===== src/inc/dsic_pkg.sv =====
// Summary of operation
// - TXD feeds transmitter, receiver drives RXD.
// - Effective RTS is pin OR control bit.
// - Transmit TXD data only once CTS active.
// - Half duplex RTS assertion starts training.
// - RLSD only above threshold, never during training.
// - Four threshold choices, host programmable levels.
// - High speed DTR handshake completes on data bit.
// - Low speed DTR enters data if data bit.
// - Low speed answer mode sends answer tone.
// - Low speed controlled carrier follows effective RTS.
// - DTR drop in data mode returns idle.
// - Effective DTR is pin OR control bit.
// - DSR on only in data transfer state.
// - DSR held off in any test mode.
// - DSR status bit mirrors DSR pin.
// - RI pin low during ring on periods.
// - RI status bit mirrors RI pin.
// - Transmit clock at data rate, even duty.
// - Transmit clock source internal, external or slave.
// - External source reproduced on transmit clock.
// - Receive clock at data rate, even duty.
// - Receive clock rises at received bit centre.
package dsic_pkg;

    // ------------------------------------------------------------
    // Widths and clock rate
    // ------------------------------------------------------------
    localparam int CLK_HZ = 50_000_000;
    localparam int ADDR_W = 8;
    localparam int DATA_W = 32;
    localparam int RATE_W = 16;
    localparam int LVL_W  = 8;
    localparam int CTRL_W = 8;
    localparam int CFG_W  = 4;
    localparam int CTS_CNT_W = 8;

    // ------------------------------------------------------------
    // Register offsets
    // ------------------------------------------------------------
    localparam logic [ADDR_W-1:0] OFS_CTRL   = 8'h00;
    localparam logic [ADDR_W-1:0] OFS_CLKCFG = 8'h04;
    localparam logic [ADDR_W-1:0] OFS_THR    = 8'h08;
    localparam logic [ADDR_W-1:0] OFS_RATE   = 8'h0C;
    localparam logic [ADDR_W-1:0] OFS_STATUS = 8'h10;

    // ------------------------------------------------------------
    // Field positions
    // ------------------------------------------------------------
    localparam int CTRL_RTS    = 0;
    localparam int CTRL_DTR    = 1;
    localparam int CTRL_DATA   = 2;
    localparam int CTRL_ANSWER = 3;
    localparam int CTRL_CCAR   = 4;
    localparam int CTRL_LOW    = 5;
    localparam int CTRL_HALF   = 6;
    localparam int CTRL_TEST   = 7;
    localparam int CFG_TXSRC_LSB = 0;
    localparam int CFG_LVL_LSB   = 2;
    localparam int THR_OFF_LSB   = 8;
    localparam int STAT_DSR   = 0;
    localparam int STAT_RI    = 1;
    localparam int STAT_CTS   = 2;
    localparam int STAT_RLSD  = 3;
    localparam int STAT_CAR   = 4;
    localparam int STAT_DATA  = 5;
    localparam int STAT_TRAIN = 6;

    // ------------------------------------------------------------
    // Encodings and reset values
    // ------------------------------------------------------------
    localparam logic [1:0] TXSRC_INT   = 2'h0;
    localparam logic [1:0] TXSRC_EXT   = 2'h1;
    localparam logic [1:0] TXSRC_SLAVE = 2'h2;
    localparam logic [1:0] LVL_HOST    = 2'h3;
    localparam logic [CTRL_W-1:0] CTRL_RST   = 8'h00;
    localparam logic [CFG_W-1:0]  CLKCFG_RST = 4'h0;
    localparam logic [LVL_W-1:0]  THR_ON_RST  = 8'h40;
    localparam logic [LVL_W-1:0]  THR_OFF_RST = 8'h30;
    localparam logic [RATE_W-1:0] RATE_RST    = 16'h0A2C;
    localparam logic [LVL_W-1:0] LVL_ON_TAB  [3] = '{8'h20, 8'h30, 8'h40};
    localparam logic [LVL_W-1:0] LVL_OFF_TAB [3] = '{8'h1A, 8'h28, 8'h36};

    // ------------------------------------------------------------
    // Timing
    // ------------------------------------------------------------
    localparam int CTS_DELAY_NS  = 200;
    localparam int CTS_DELAY_CYC = (CTS_DELAY_NS * (CLK_HZ / 1_000_000) + 999) / 1000;
    localparam int TRAIN_US  = 2000;
    localparam int TRAIN_CYC = TRAIN_US * (CLK_HZ / 1_000_000);

    // Picks a preset level, or the host level when the host setting is chosen.
    function automatic logic [LVL_W-1:0] thr_pick(
        input logic [1:0]       sel,
        input logic [LVL_W-1:0] host,
        input logic             on_level
    );
        logic [LVL_W-1:0] v;
        if (sel == LVL_HOST) begin
            v = host;
        end else if (on_level) begin
            v = LVL_ON_TAB[sel];
        end else begin
            v = LVL_OFF_TAB[sel];
        end
        return v;
    endfunction

endpackage


===== src/core/dsic_sync.sv =====
module dsic_sync #(
    parameter int             W       = 1,
    parameter logic [W-1:0]   RST_VAL = '0
) (
    input  logic          clk,
    input  logic          reset,
    input  logic [W-1:0]  d,
    output logic [W-1:0]  q
);
    import dsic_pkg::*;

    typedef struct packed {
        logic [W-1:0] s1;
        logic [W-1:0] s2;
    } dsic_sync_s;

    dsic_sync_s st_r;
    dsic_sync_s st_nxt;

    // The first stage may go metastable, so only the second stage reads it.
    always_comb begin
        st_nxt    = st_r;
        st_nxt.s1 = d;
        st_nxt.s2 = st_r.s1;
    end

    always_ff @(posedge clk) begin
        if (reset) begin
            st_r <= {RST_VAL, RST_VAL};
        end else begin
            st_r <= st_nxt;
        end
    end

    assign q = st_r.s2;

endmodule


===== src/core/dsic_bitclk.sv =====
module dsic_bitclk (
    input  logic                         clk,
    input  logic                         reset,
    input  logic                         enable,
    input  logic [dsic_pkg::RATE_W-1:0]  half_count,
    output logic                         level,
    output logic                         rise,
    output logic                         fall
);
    import dsic_pkg::*;

    typedef struct packed {
        logic [RATE_W-1:0] cnt;
        logic              lvl;
    } dsic_bitclk_s;

    dsic_bitclk_s st_r;
    dsic_bitclk_s st_nxt;
    logic         wrap;

    // Equal half periods give the even duty; rise and fall warn one edge ahead.
    always_comb begin
        st_nxt = st_r;
        wrap   = enable && (st_r.cnt + 1'b1 >= half_count);
        if (!enable) begin
            st_nxt = '0;
        end else if (wrap) begin
            st_nxt.cnt = '0;
            st_nxt.lvl = !st_r.lvl;
        end else begin
            st_nxt.cnt = st_r.cnt + 1'b1;
        end
    end

    always_ff @(posedge clk) begin
        if (reset) begin
            st_r <= '0;
        end else begin
            st_r <= st_nxt;
        end
    end

    assign level = st_r.lvl;
    assign rise  = wrap && !st_r.lvl;
    assign fall  = wrap && st_r.lvl;

endmodule


===== src/core/dsic_top.sv =====
// The strobed register port and the register offsets were decided locally.
module dsic_top #(
    parameter int TRAIN_CYCLES = dsic_pkg::TRAIN_CYC
) (
    input  logic                         clk,
    input  logic                         reset,
    input  logic [dsic_pkg::ADDR_W-1:0]  reg_addr,
    input  logic [dsic_pkg::DATA_W-1:0]  reg_wdata,
    input  logic                         reg_wr,
    input  logic                         reg_rd,
    output logic [dsic_pkg::DATA_W-1:0]  reg_rdata,
    input  logic                         txd,
    input  logic                         rts_n,
    input  logic                         dtr_n,
    input  logic                         ext_tx_clock_in,
    input  logic                         ring_detect,
    input  logic [dsic_pkg::LVL_W-1:0]   rx_energy,
    input  logic                         rx_training,
    input  logic                         rx_bit_in,
    output logic                         rxd,
    output logic                         cts_n,
    output logic                         rlsd_n,
    output logic                         dsr_n,
    output logic                         ri_n,
    output logic                         tx_bit_clock_out,
    output logic                         rx_bit_clock_out,
    output logic                         tx_bit,
    output logic                         tx_bit_strobe,
    output logic                         carrier_on,
    output logic                         rx_on,
    output logic                         answer_tone,
    output logic                         train_active
);
    import dsic_pkg::*;

    localparam int TRAIN_W = $clog2(TRAIN_CYCLES + 1);

    // ------------------------------------------------------------
    // State
    // ------------------------------------------------------------
    typedef enum logic [1:0] {
        ST_IDLE,
        ST_HANDSHAKE,
        ST_DATA
    } dsic_state_e;

    typedef struct packed {
        logic [CTRL_W-1:0]    ctrl;
        logic [CFG_W-1:0]     clkcfg;
        logic [LVL_W-1:0]     thr_on;
        logic [LVL_W-1:0]     thr_off;
        logic [RATE_W-1:0]    rate;
        logic [DATA_W-1:0]    rdata;
        dsic_state_e          state;
        logic                 rts_prev;
        logic                 training;
        logic [TRAIN_W-1:0]   train_cnt;
        logic [CTS_CNT_W-1:0] cts_cnt;
        logic                 cts_n;
        logic                 rlsd;
        logic                 rlsd_n;
        logic                 dsr_n;
        logic                 ri_n;
        logic                 carrier;
        logic                 rx_on;
        logic                 answer;
        logic                 rxd;
        logic                 tx_clk;
        logic                 tx_clk_prev;
        logic                 tx_bit;
        logic                 tx_strobe;
    } dsic_top_s;

    dsic_top_s r;
    dsic_top_s n;

    // ------------------------------------------------------------
    // Pin synchronisers
    // ------------------------------------------------------------
    logic txd_s;
    logic rts_n_s;
    logic dtr_n_s;
    logic ext_clk_s;
    logic ring_s;

    dsic_sync #(
        .W       (5),
        .RST_VAL (5'h0F)
    ) u_sync (
        .clk   (clk),
        .reset (reset),
        .d     ({ring_detect, ext_tx_clock_in, dtr_n, rts_n, txd}),
        .q     ({ring_s, ext_clk_s, dtr_n_s, rts_n_s, txd_s})
    );

    // ------------------------------------------------------------
    // Bit clocks
    // ------------------------------------------------------------
    logic int_clk_lvl;
    logic rx_clk_lvl;
    logic rx_fall;

    dsic_bitclk u_txgen (
        .clk        (clk),
        .reset      (reset),
        .enable     (1'b1),
        .half_count (r.rate),
        .level      (int_clk_lvl),
        .rise       (),
        .fall       ()
    );

    // Receive clock runs only in data state so that it restarts in step with it.
    dsic_bitclk u_rxgen (
        .clk        (clk),
        .reset      (reset),
        .enable     (r.state == ST_DATA),
        .half_count (r.rate),
        .level      (rx_clk_lvl),
        .rise       (),
        .fall       (rx_fall)
    );

    // ------------------------------------------------------------
    // Effective handshake levels
    // ------------------------------------------------------------
    logic rts_eff;
    logic dtr_eff;
    logic low_speed;
    logic half_dup;
    logic ctl_carrier;
    logic [1:0] lvl_sel;
    logic [1:0] txsrc_sel;
    logic [LVL_W-1:0] lvl_on;
    logic [LVL_W-1:0] lvl_off;

    assign rts_eff     = !rts_n_s || r.ctrl[CTRL_RTS];
    assign dtr_eff     = !dtr_n_s || r.ctrl[CTRL_DTR];
    assign low_speed   = r.ctrl[CTRL_LOW];
    assign half_dup    = r.ctrl[CTRL_HALF];
    assign ctl_carrier = r.ctrl[CTRL_CCAR];
    assign lvl_sel     = r.clkcfg[CFG_LVL_LSB +: 2];
    assign txsrc_sel   = r.clkcfg[CFG_TXSRC_LSB +: 2];
    assign lvl_on      = thr_pick(lvl_sel, r.thr_on, 1'b1);
    assign lvl_off     = thr_pick(lvl_sel, r.thr_off, 1'b0);

    // ------------------------------------------------------------
    // Next state
    // ------------------------------------------------------------
    always_comb begin
        n           = r;
        n.rdata     = '0;
        n.tx_strobe = 1'b0;

        // Register writes.
        if (reg_wr) begin
            case (reg_addr)
                OFS_CTRL: begin
                    n.ctrl = reg_wdata[CTRL_W-1:0];
                end
                OFS_CLKCFG: begin
                    n.clkcfg = reg_wdata[CFG_W-1:0];
                end
                OFS_THR: begin
                    n.thr_on  = reg_wdata[LVL_W-1:0];
                    n.thr_off = reg_wdata[THR_OFF_LSB +: LVL_W];
                end
                OFS_RATE: begin
                    n.rate = reg_wdata[RATE_W-1:0];
                end
                default: begin
                end
            endcase
        end

        // Register reads; unmapped addresses read as zero.
        if (reg_rd) begin
            case (reg_addr)
                OFS_CTRL: begin
                    n.rdata[CTRL_W-1:0] = r.ctrl;
                end
                OFS_CLKCFG: begin
                    n.rdata[CFG_W-1:0] = r.clkcfg;
                end
                OFS_THR: begin
                    n.rdata[LVL_W-1:0]              = r.thr_on;
                    n.rdata[THR_OFF_LSB +: LVL_W]   = r.thr_off;
                end
                OFS_RATE: begin
                    n.rdata[RATE_W-1:0] = r.rate;
                end
                OFS_STATUS: begin
                    n.rdata[STAT_DSR]   = !r.dsr_n;
                    n.rdata[STAT_RI]    = !r.ri_n;
                    n.rdata[STAT_CTS]   = !r.cts_n;
                    n.rdata[STAT_RLSD]  = !r.rlsd_n;
                    n.rdata[STAT_CAR]   = r.carrier;
                    n.rdata[STAT_DATA]  = r.state == ST_DATA;
                    n.rdata[STAT_TRAIN] = r.training;
                end
                default: begin
                end
            endcase
        end

        // Connection state.
        unique case (r.state)
            ST_IDLE: begin
                if (dtr_eff && low_speed && r.ctrl[CTRL_DATA]) begin
                    n.state = ST_DATA;
                end else if (dtr_eff && !low_speed) begin
                    n.state = ST_HANDSHAKE;
                end
            end
            ST_HANDSHAKE: begin
                if (!dtr_eff) begin
                    n.state = ST_IDLE;
                end else if (r.ctrl[CTRL_DATA]) begin
                    n.state = ST_DATA;
                end
            end
            ST_DATA: begin
                if (!dtr_eff) begin
                    n.state = ST_IDLE;
                end
            end
        endcase

        // Half-duplex training on each new request to send.
        n.rts_prev = rts_eff;
        if (r.state != ST_DATA) begin
            n.training  = 1'b0;
            n.train_cnt = '0;
        end else if (half_dup && rts_eff && !r.rts_prev) begin
            n.training  = 1'b1;
            n.train_cnt = TRAIN_W'(TRAIN_CYCLES - 1);
        end else if (r.training) begin
            if (r.train_cnt == '0) begin
                n.training = 1'b0;
            end else begin
                n.train_cnt = r.train_cnt - 1'b1;
            end
        end

        // Clear to send follows the request after a fixed response delay.
        if (r.state == ST_DATA && rts_eff && !r.training) begin
            if (r.cts_cnt != CTS_CNT_W'(CTS_DELAY_CYC)) begin
                n.cts_cnt = r.cts_cnt + 1'b1;
            end
        end else begin
            n.cts_cnt = '0;
        end
        n.cts_n = !(r.state == ST_DATA && rts_eff && !r.training
                    && r.cts_cnt == CTS_CNT_W'(CTS_DELAY_CYC));

        // Transmitter and receiver enables.
        n.carrier = (r.state == ST_HANDSHAKE) || r.training
                    || (r.state == ST_DATA && (!(low_speed && ctl_carrier) || rts_eff));
        n.rx_on   = r.state != ST_IDLE;
        n.answer  = r.state == ST_DATA && low_speed && r.ctrl[CTRL_ANSWER];

        // Interchange status outputs.
        n.dsr_n = !(r.state == ST_DATA && !r.ctrl[CTRL_TEST]);
        n.ri_n  = !ring_s;

        // Hysteresis keeps the detector from chattering near the threshold.
        if (!r.rlsd && !rx_training && rx_energy > lvl_on) begin
            n.rlsd = 1'b1;
        end else if (r.rlsd && (rx_training || rx_energy < lvl_off)) begin
            n.rlsd = 1'b0;
        end
        n.rlsd_n = !r.rlsd;

        // Received data changes on the falling receive clock edge.
        if (r.state != ST_DATA) begin
            n.rxd = 1'b1;
        end else if (rx_fall) begin
            n.rxd = rx_bit_in;
        end

        // Transmit clock source.
        unique case (txsrc_sel)
            TXSRC_EXT: begin
                n.tx_clk = ext_clk_s;
            end
            TXSRC_SLAVE: begin
                n.tx_clk = rx_clk_lvl;
            end
            default: begin
                n.tx_clk = int_clk_lvl;
            end
        endcase

        // Terminal moves TXD on the falling edge, so the rising edge is mid bit.
        n.tx_clk_prev = r.tx_clk;
        if (r.tx_clk && !r.tx_clk_prev && !r.cts_n) begin
            n.tx_bit    = txd_s;
            n.tx_strobe = 1'b1;
        end
    end

    // ------------------------------------------------------------
    // Registers
    // ------------------------------------------------------------
    always_ff @(posedge clk) begin
        if (reset) begin
            r             <= '0;
            r.ctrl        <= CTRL_RST;
            r.clkcfg      <= CLKCFG_RST;
            r.thr_on      <= THR_ON_RST;
            r.thr_off     <= THR_OFF_RST;
            r.rate        <= RATE_RST;
            r.state       <= ST_IDLE;
            r.rts_prev    <= 1'b0;
            r.cts_n       <= 1'b1;
            r.rlsd_n      <= 1'b1;
            r.dsr_n       <= 1'b1;
            r.ri_n        <= 1'b1;
            r.rxd         <= 1'b1;
            r.tx_bit      <= 1'b1;
        end else begin
            r <= n;
        end
    end

    // ------------------------------------------------------------
    // Outputs
    // ------------------------------------------------------------
    assign reg_rdata        = r.rdata;
    assign rxd              = r.rxd;
    assign cts_n            = r.cts_n;
    assign rlsd_n           = r.rlsd_n;
    assign dsr_n            = r.dsr_n;
    assign ri_n             = r.ri_n;
    assign tx_bit_clock_out = r.tx_clk;
    assign rx_bit_clock_out = rx_clk_lvl;
    assign tx_bit           = r.tx_bit;
    assign tx_bit_strobe    = r.tx_strobe;
    assign carrier_on       = r.carrier;
    assign rx_on            = r.rx_on;
    assign answer_tone      = r.answer;
    assign train_active     = r.training;

endmodule


===== config.mk =====
export PLATFORM = sky130hd
export DESIGN_NAME = dsic_top
export DESIGN_NICKNAME = d
export VERILOG_FILES = /design/src/inc/dsic_pkg.sv /design/src/core/dsic_sync.sv /design/src/core/dsic_bitclk.sv /design/src/core/dsic_top.sv
export SDC_FILE = /design/constraint.sdc
export NUM_CORES = 1
export LEC_CHECK = 0
export BUFFER_PORTS_ARGS = -buffer_cell sky130_fd_sc_hd__clkbuf_2
export CAP_MARGIN = 20
export CELL_PAD_IN_SITES_DETAIL_PLACEMENT = 0
export CELL_PAD_IN_SITES_GLOBAL_PLACEMENT = 2
export CORE_MARGIN = 2
export CORE_UTILIZATION = 35
export DETAILED_ROUTE_END_ITERATION = 8
export PLACE_DENSITY = 0.77
export SYNTH_ARGS = -nofsm -noshare
export SYNTH_HDL_FRONTEND = slang
export SYNTH_SLANG_ARGS = --single-unit

===== constraint.sdc =====
create_clock -name clk -period 3.4 [get_ports clk]
set_clock_uncertainty 0.05 [all_clocks]
set_input_delay 1.02 -clock clk [delete_from_list [all_inputs] [get_ports clk]]
set_output_delay 1.02 -clock clk [all_outputs]
set_load 0.01 [all_outputs]

-- Word level (Yosys, flattened, before mapping)
Cells that the tools add are included.
- register bits after elaboration: 162
- output and inout port bits: 45
- $add $sub $neg: 4
- magnitude comparators: 5
- bitwise gates (word level): 5
- reductions and logical operators: 65
- equal/unequal tests: 16
- mux-type cells: 26
- operator list (cell ; number):
    $mux 8 ; 6
    $mux 18 ; 2
    $add 16x1->16 const B ; 2
    $bmux 8 s2 ; 2
    $ge 16x16->1 ; 2
    $eq 8x4->1 const B ; 3
    $logic_and 1x1->1 ; 20
    $pmux 4 s5 ; 1
    $logic_not 1->1 ; 19
    $logic_not 17->1 ; 1
    $mux 17 ; 1
    $sub 17x1->17 const B ; 1
    $pmux 8 s2 ; 1
    $pmux 3 s4 ; 1
    $reduce_and 2->1 ; 6
    $mux 2 ; 5
    $reduce_or 2->1 ; 5
    $add 8x1->8 const B ; 1
    $eq 8x3->1 const B ; 1
    $eq 8x5->1 const B ; 1
    $gt 8x8->1 ; 1
    $logic_not 8->1 ; 1
    $lt 8x8->1 ; 1
    $ne 8x4->1 const B ; 1
    other kinds (16) ; 36

-- Logic depth before layout (Yosys ltp)
- depth after elaboration: 10
- gate-level depth with buffers: 12

-- Modules after synthesis
A second synthesis with hierarchy kept.
- cell total of the unflattened synthesis: 863
- area total of the unflattened synthesis: 7768.7 um^2
- by module, submodules not included (module ; times used ; cells each ; area an instance (um^2) ; sequential area each (um^2)):
    dsic_top ; 1 ; 573 ; 5028.6 ; 2042.0
    dsic_bitclk at u_rxgen ; 1 ; 136 ; 1316.3 ; 340.3
    dsic_bitclk at u_txgen ; 1 ; 134 ; 1161.1 ; 340.3
    dsic_sync ; 1 ; 20 ; 262.8 ; 200.2

-- Worst setup path before layout
OpenSTA, ideal clock, no wires.
- path type: register to register
- start point: register u_rxgen.st_r[3] in the netlist's numbering
- end point: register u_rxgen.st_r[10] in the netlist's numbering
- path buffers: 1
- data arrival time: 2.817 ns
- slack: 0.415 ns
- library setup time: 0.118 ns
- stages on the path, launching flop included: 12
- period minus slack after synthesis: 2.985 ns
- cell sequence: dfxtp_1 > nand4_1 > nor4_1 > nand3_1 > xnor2_1 > ha_1 > and4_1 > nand4_1 > or4_1 > nand4_1 > buf_2 > nor2b_1
- longest elaborated chain between the ends: 4
- ends and longest elaborated chain (what ; line ; text):
    start: declaration ; dsic_bitclk.sv:17 ; dsic_bitclk_s st_r;
    start signal: assignment ; dsic_bitclk.sv:39 ; st_r <= st_nxt;
    $add 16x1->16 (*) ; dsic_bitclk.sv:24, dsic_bitclk.sv:31 ;
    $ge 16x16->1 ; dsic_bitclk.sv:24 ; wrap = enable && (st_r.cnt + 1'b1 >= half_count);
    $logic_and 1x1->1 ; dsic_bitclk.sv:24 ;
    $reduce_or 3->1 (no line) ; n/a ;
Mark *: on every way between the ends. The rest lies on a longest branch, timed or not.
A chain may end at the register's enable or synchronous reset.

-- Worst setup path after layout
- start point: register u_rxgen.st_r[4] in the netlist's numbering
- end point: register, netlist name rxd
- longest elaborated chain between the ends: 4
- ends and longest elaborated chain (what ; line ; text):
    $add 16x1->16 ; dsic_bitclk.sv:24 ;
    $ge 16x16->1 ; dsic_bitclk.sv:24 ;
    $logic_and 1x1->1 ; dsic_bitclk.sv:24 ;
    $logic_and 1x1->1 ; dsic_bitclk.sv:45 ; assign fall = wrap && st_r.lvl;
Every way passes these cells.

==> impl_metrics.ini <==
[clock_network]
cts_hold_buffers = 0
post-cts-setup-buffer-count = 0
numCtsBuffers = 17
cts_resized = 0
tritoncts = yes
clockBufferDepth = 2
htree_num_levels = 4
cts.sinks = 146
clk_latency_ps = 430
cts-root-buf = clkbuf_16
clk_pin_slew_ps = 60

[place]
place_ws_ps = 234
routabilityCongestion = 0.817
dp_hpwl_microns = 13100
io_buffer_count = 71

[logic_synthesis]
syn-instance-count = 789
yosysSeqAreaShare_pct = 39.7
syn_area_sq_um = 7360
yosysWarnings = 0
netlist-cell-type-count = 59
ys_seq_elements = 146
synth-async-reset-ratio_pct = 0
synth_edf_count = 0
yosys_most_used_dff = dfxtp_1
syn_area_per_cell_sq_um = 9.33

[final_layout]
area_growth_pct = 15.8
drive_above_1_share_pct = 16.9
final_util_pct = 40.9
num-fill-cells = 2150
diodes = 0
nets = 970

[critical_path]
crit_family = simple AND/OR/NAND/NOR gates
critPathMaxFanout = 4
cp_slowest_cell = or4_1
path_cells = nand4_1, nor4_2, buf_4, nand3_1, xnor2_1, ha_1, and4_1, nand4_1, or4_1, a31oi_2, mux2i_1
crit_path_end_kind = register
arrival_ps = 3420
reg2reg_from = u_rxgen.st_r[4]
worst-r2r-setup-slack_ps = 280
max_stage_delay_ps = 600
r2r-end = rxd
critPathKind = register to register
cp_common_cell = nand4_1
crit_buf_inv = 1
worst-r2r-cell-count = 11
required_ps = 3700
cp-start-kind = register

[drt]
wire_per_inst_microns = 15.2
antenna_left = 0
first_pass_iters = 4
drtIter0Drc = 187
routed-via-count = 5528
finalWirelength_microns = 17300
drt_drc_violations_left = 0
vias_per_cell = 4.86

[power]
p_leak_nw = 3.47
vdd_ir_drop_max_uv = 228
totalPowerFinal_mw = 3.89
powerDensity_nw_per_um2 = 456

[timing]
rsz0062_at_grt = false
tns_ps = 0
max_freq_ghz = 0.320
post-route-min-period_ps = 3120
drv_slew = 0
setup_violations = 0
timing.hold.ws_ps = 328
worst_pin_slew_ps = 611
finalCritPeriodShare_pct = 91.9
hold_violations = 0
worst_slack_ps = 276
relSlewSlack_pct = 58.9

[global_routing]
antenna_found_initial = 0
grt_pass1_wl_microns = 27900
grtUsageTotal_pct = 16.2
grt_overflow = 0
grt_pass1_vias = 5286
grt_start_max_net_pins = 34

[floorplanning]
die_w_microns = 149
start_util_pct = 35.3
die-area_sq_um = 22200
io_pins = 104
core_sq_um = 20800
die_h_microns = 149
num_rows = 53

[flow_run]
max_cap_viol_count = 0

[outcome]
status = finished, final reports clean

[hold_path]
hp-start = u_sync.q[4]
holdCritPathClass = register to register
holdPathEnd = ri_n
hold_path_depth = 1
sequential cells by signal, indices dropped and copies added (netlist names), 2 cells and up:
signal and cells:
u_txgen.st_r 16, reg_rdata 16, r 69, u_rxgen.st_r 16, u_sync.st_nxt 5, u_sync.q 5
lvl_sel 2
cell usage after synthesis (all sizes together) (13+ instances only):
master  instances  area [sq um]
dfxtp         146          2920
nor2           96           363
ha             61           763
mux2i          59           591
nand2          43           161
buf            41           283
nor2b          38           238
inv            31           116
a21oi          30           150
nand3          28           140
xnor2          28           245
clkbuf         17          63.8
o21ai          15          78.8
xor2           15           131
nand4          13          81.3
through the flow:
stage          cells  area [sq um]
2_1_floorplan    804          7420
3_3_place_gp    1106          7890
3_5_place_dp    1106          7890
4_1_cts         1138          8510
5_1_grt         1138          8520
6_report        1138          8520
where the power goes:
group	internal [mW]	leakage, nW	total [mW]	switching, mW
Sequential	1.73	1.18	1.73	0.00925
Combinational	0.0666	2.00	0.163	0.0968
Clock	1.23	0.294	1.99	0.759
how the worst max path moves through the flow:
stage	start	slack, ps	endpoint	cells after the start
floorplan	u_rxgen.st_r[3]	420	u_rxgen.st_r[10]	11
global placement	u_rxgen.st_r[4]	190	rxd	11
detailed placement	u_rxgen.st_r[4]	230	rxd	11
CTS	u_rxgen.st_r[4]	190	rxd	11
global route	u_rxgen.st_r[4]	20	rxd	11
finish	u_rxgen.st_r[4]	280	rxd	11
layer usage:
layer / up-vias / GRT usage, % / wire (microns)
li1: 2830 / - / -
met1: 2592 / 22.4 / 8810
met2: 92 / 25.3 / 7670
met3: 14 / 3.61 / 610
met4: 0 / 4.86 / 203
met5: - / 0 / 0
layout make-up:
cell class / instances / area [sq um] / share of cell area (%)
inverters: 31 / 116 / 1.37
multi-input cells: 569 / 4050 / 47.5
well taps: 275 / 344 / 4.04
flip-flops and latches: 146 / 2920 / 34.3
clock inverters: 13 / 184 / 2.16
repair buffers: 85 / 473 / 5.55
clock buffers: 19 / 433 / 5.08
cells by family after synthesis:
group                      count (synthesis)  synth area share (%)
and+or+nand+nor                          289                  20.3
muxes                                     68                  10.0
AOI/OAI and AO/OA                         92                  8.16
buffers and inverters                     89                  6.29
DFF                                      146                  39.7
xor gates and xnor gates                  43                  5.12
other                                      1                0.0510
adders and majority gates                 61                  10.4
cell usage in the layout, fill, tap and decap left out, types with 15 or more instances in the layout:
cell,Yosys,final
nand2_1,43,43
nor2_1,95,94
nor2b_1,38,38
mux2i_1,59,59
clkbuf_2,0,71
dfxtp_1,146,146
clkbuf_16,0,17
xor2_1,15,15
nand3_1,28,28
conb_1,1,16
ha_1,61,61
inv_1,31,31
a21oi_1,30,30
xnor2_1,28,28
No activity file was read; power rests on OpenSTA's default activity.
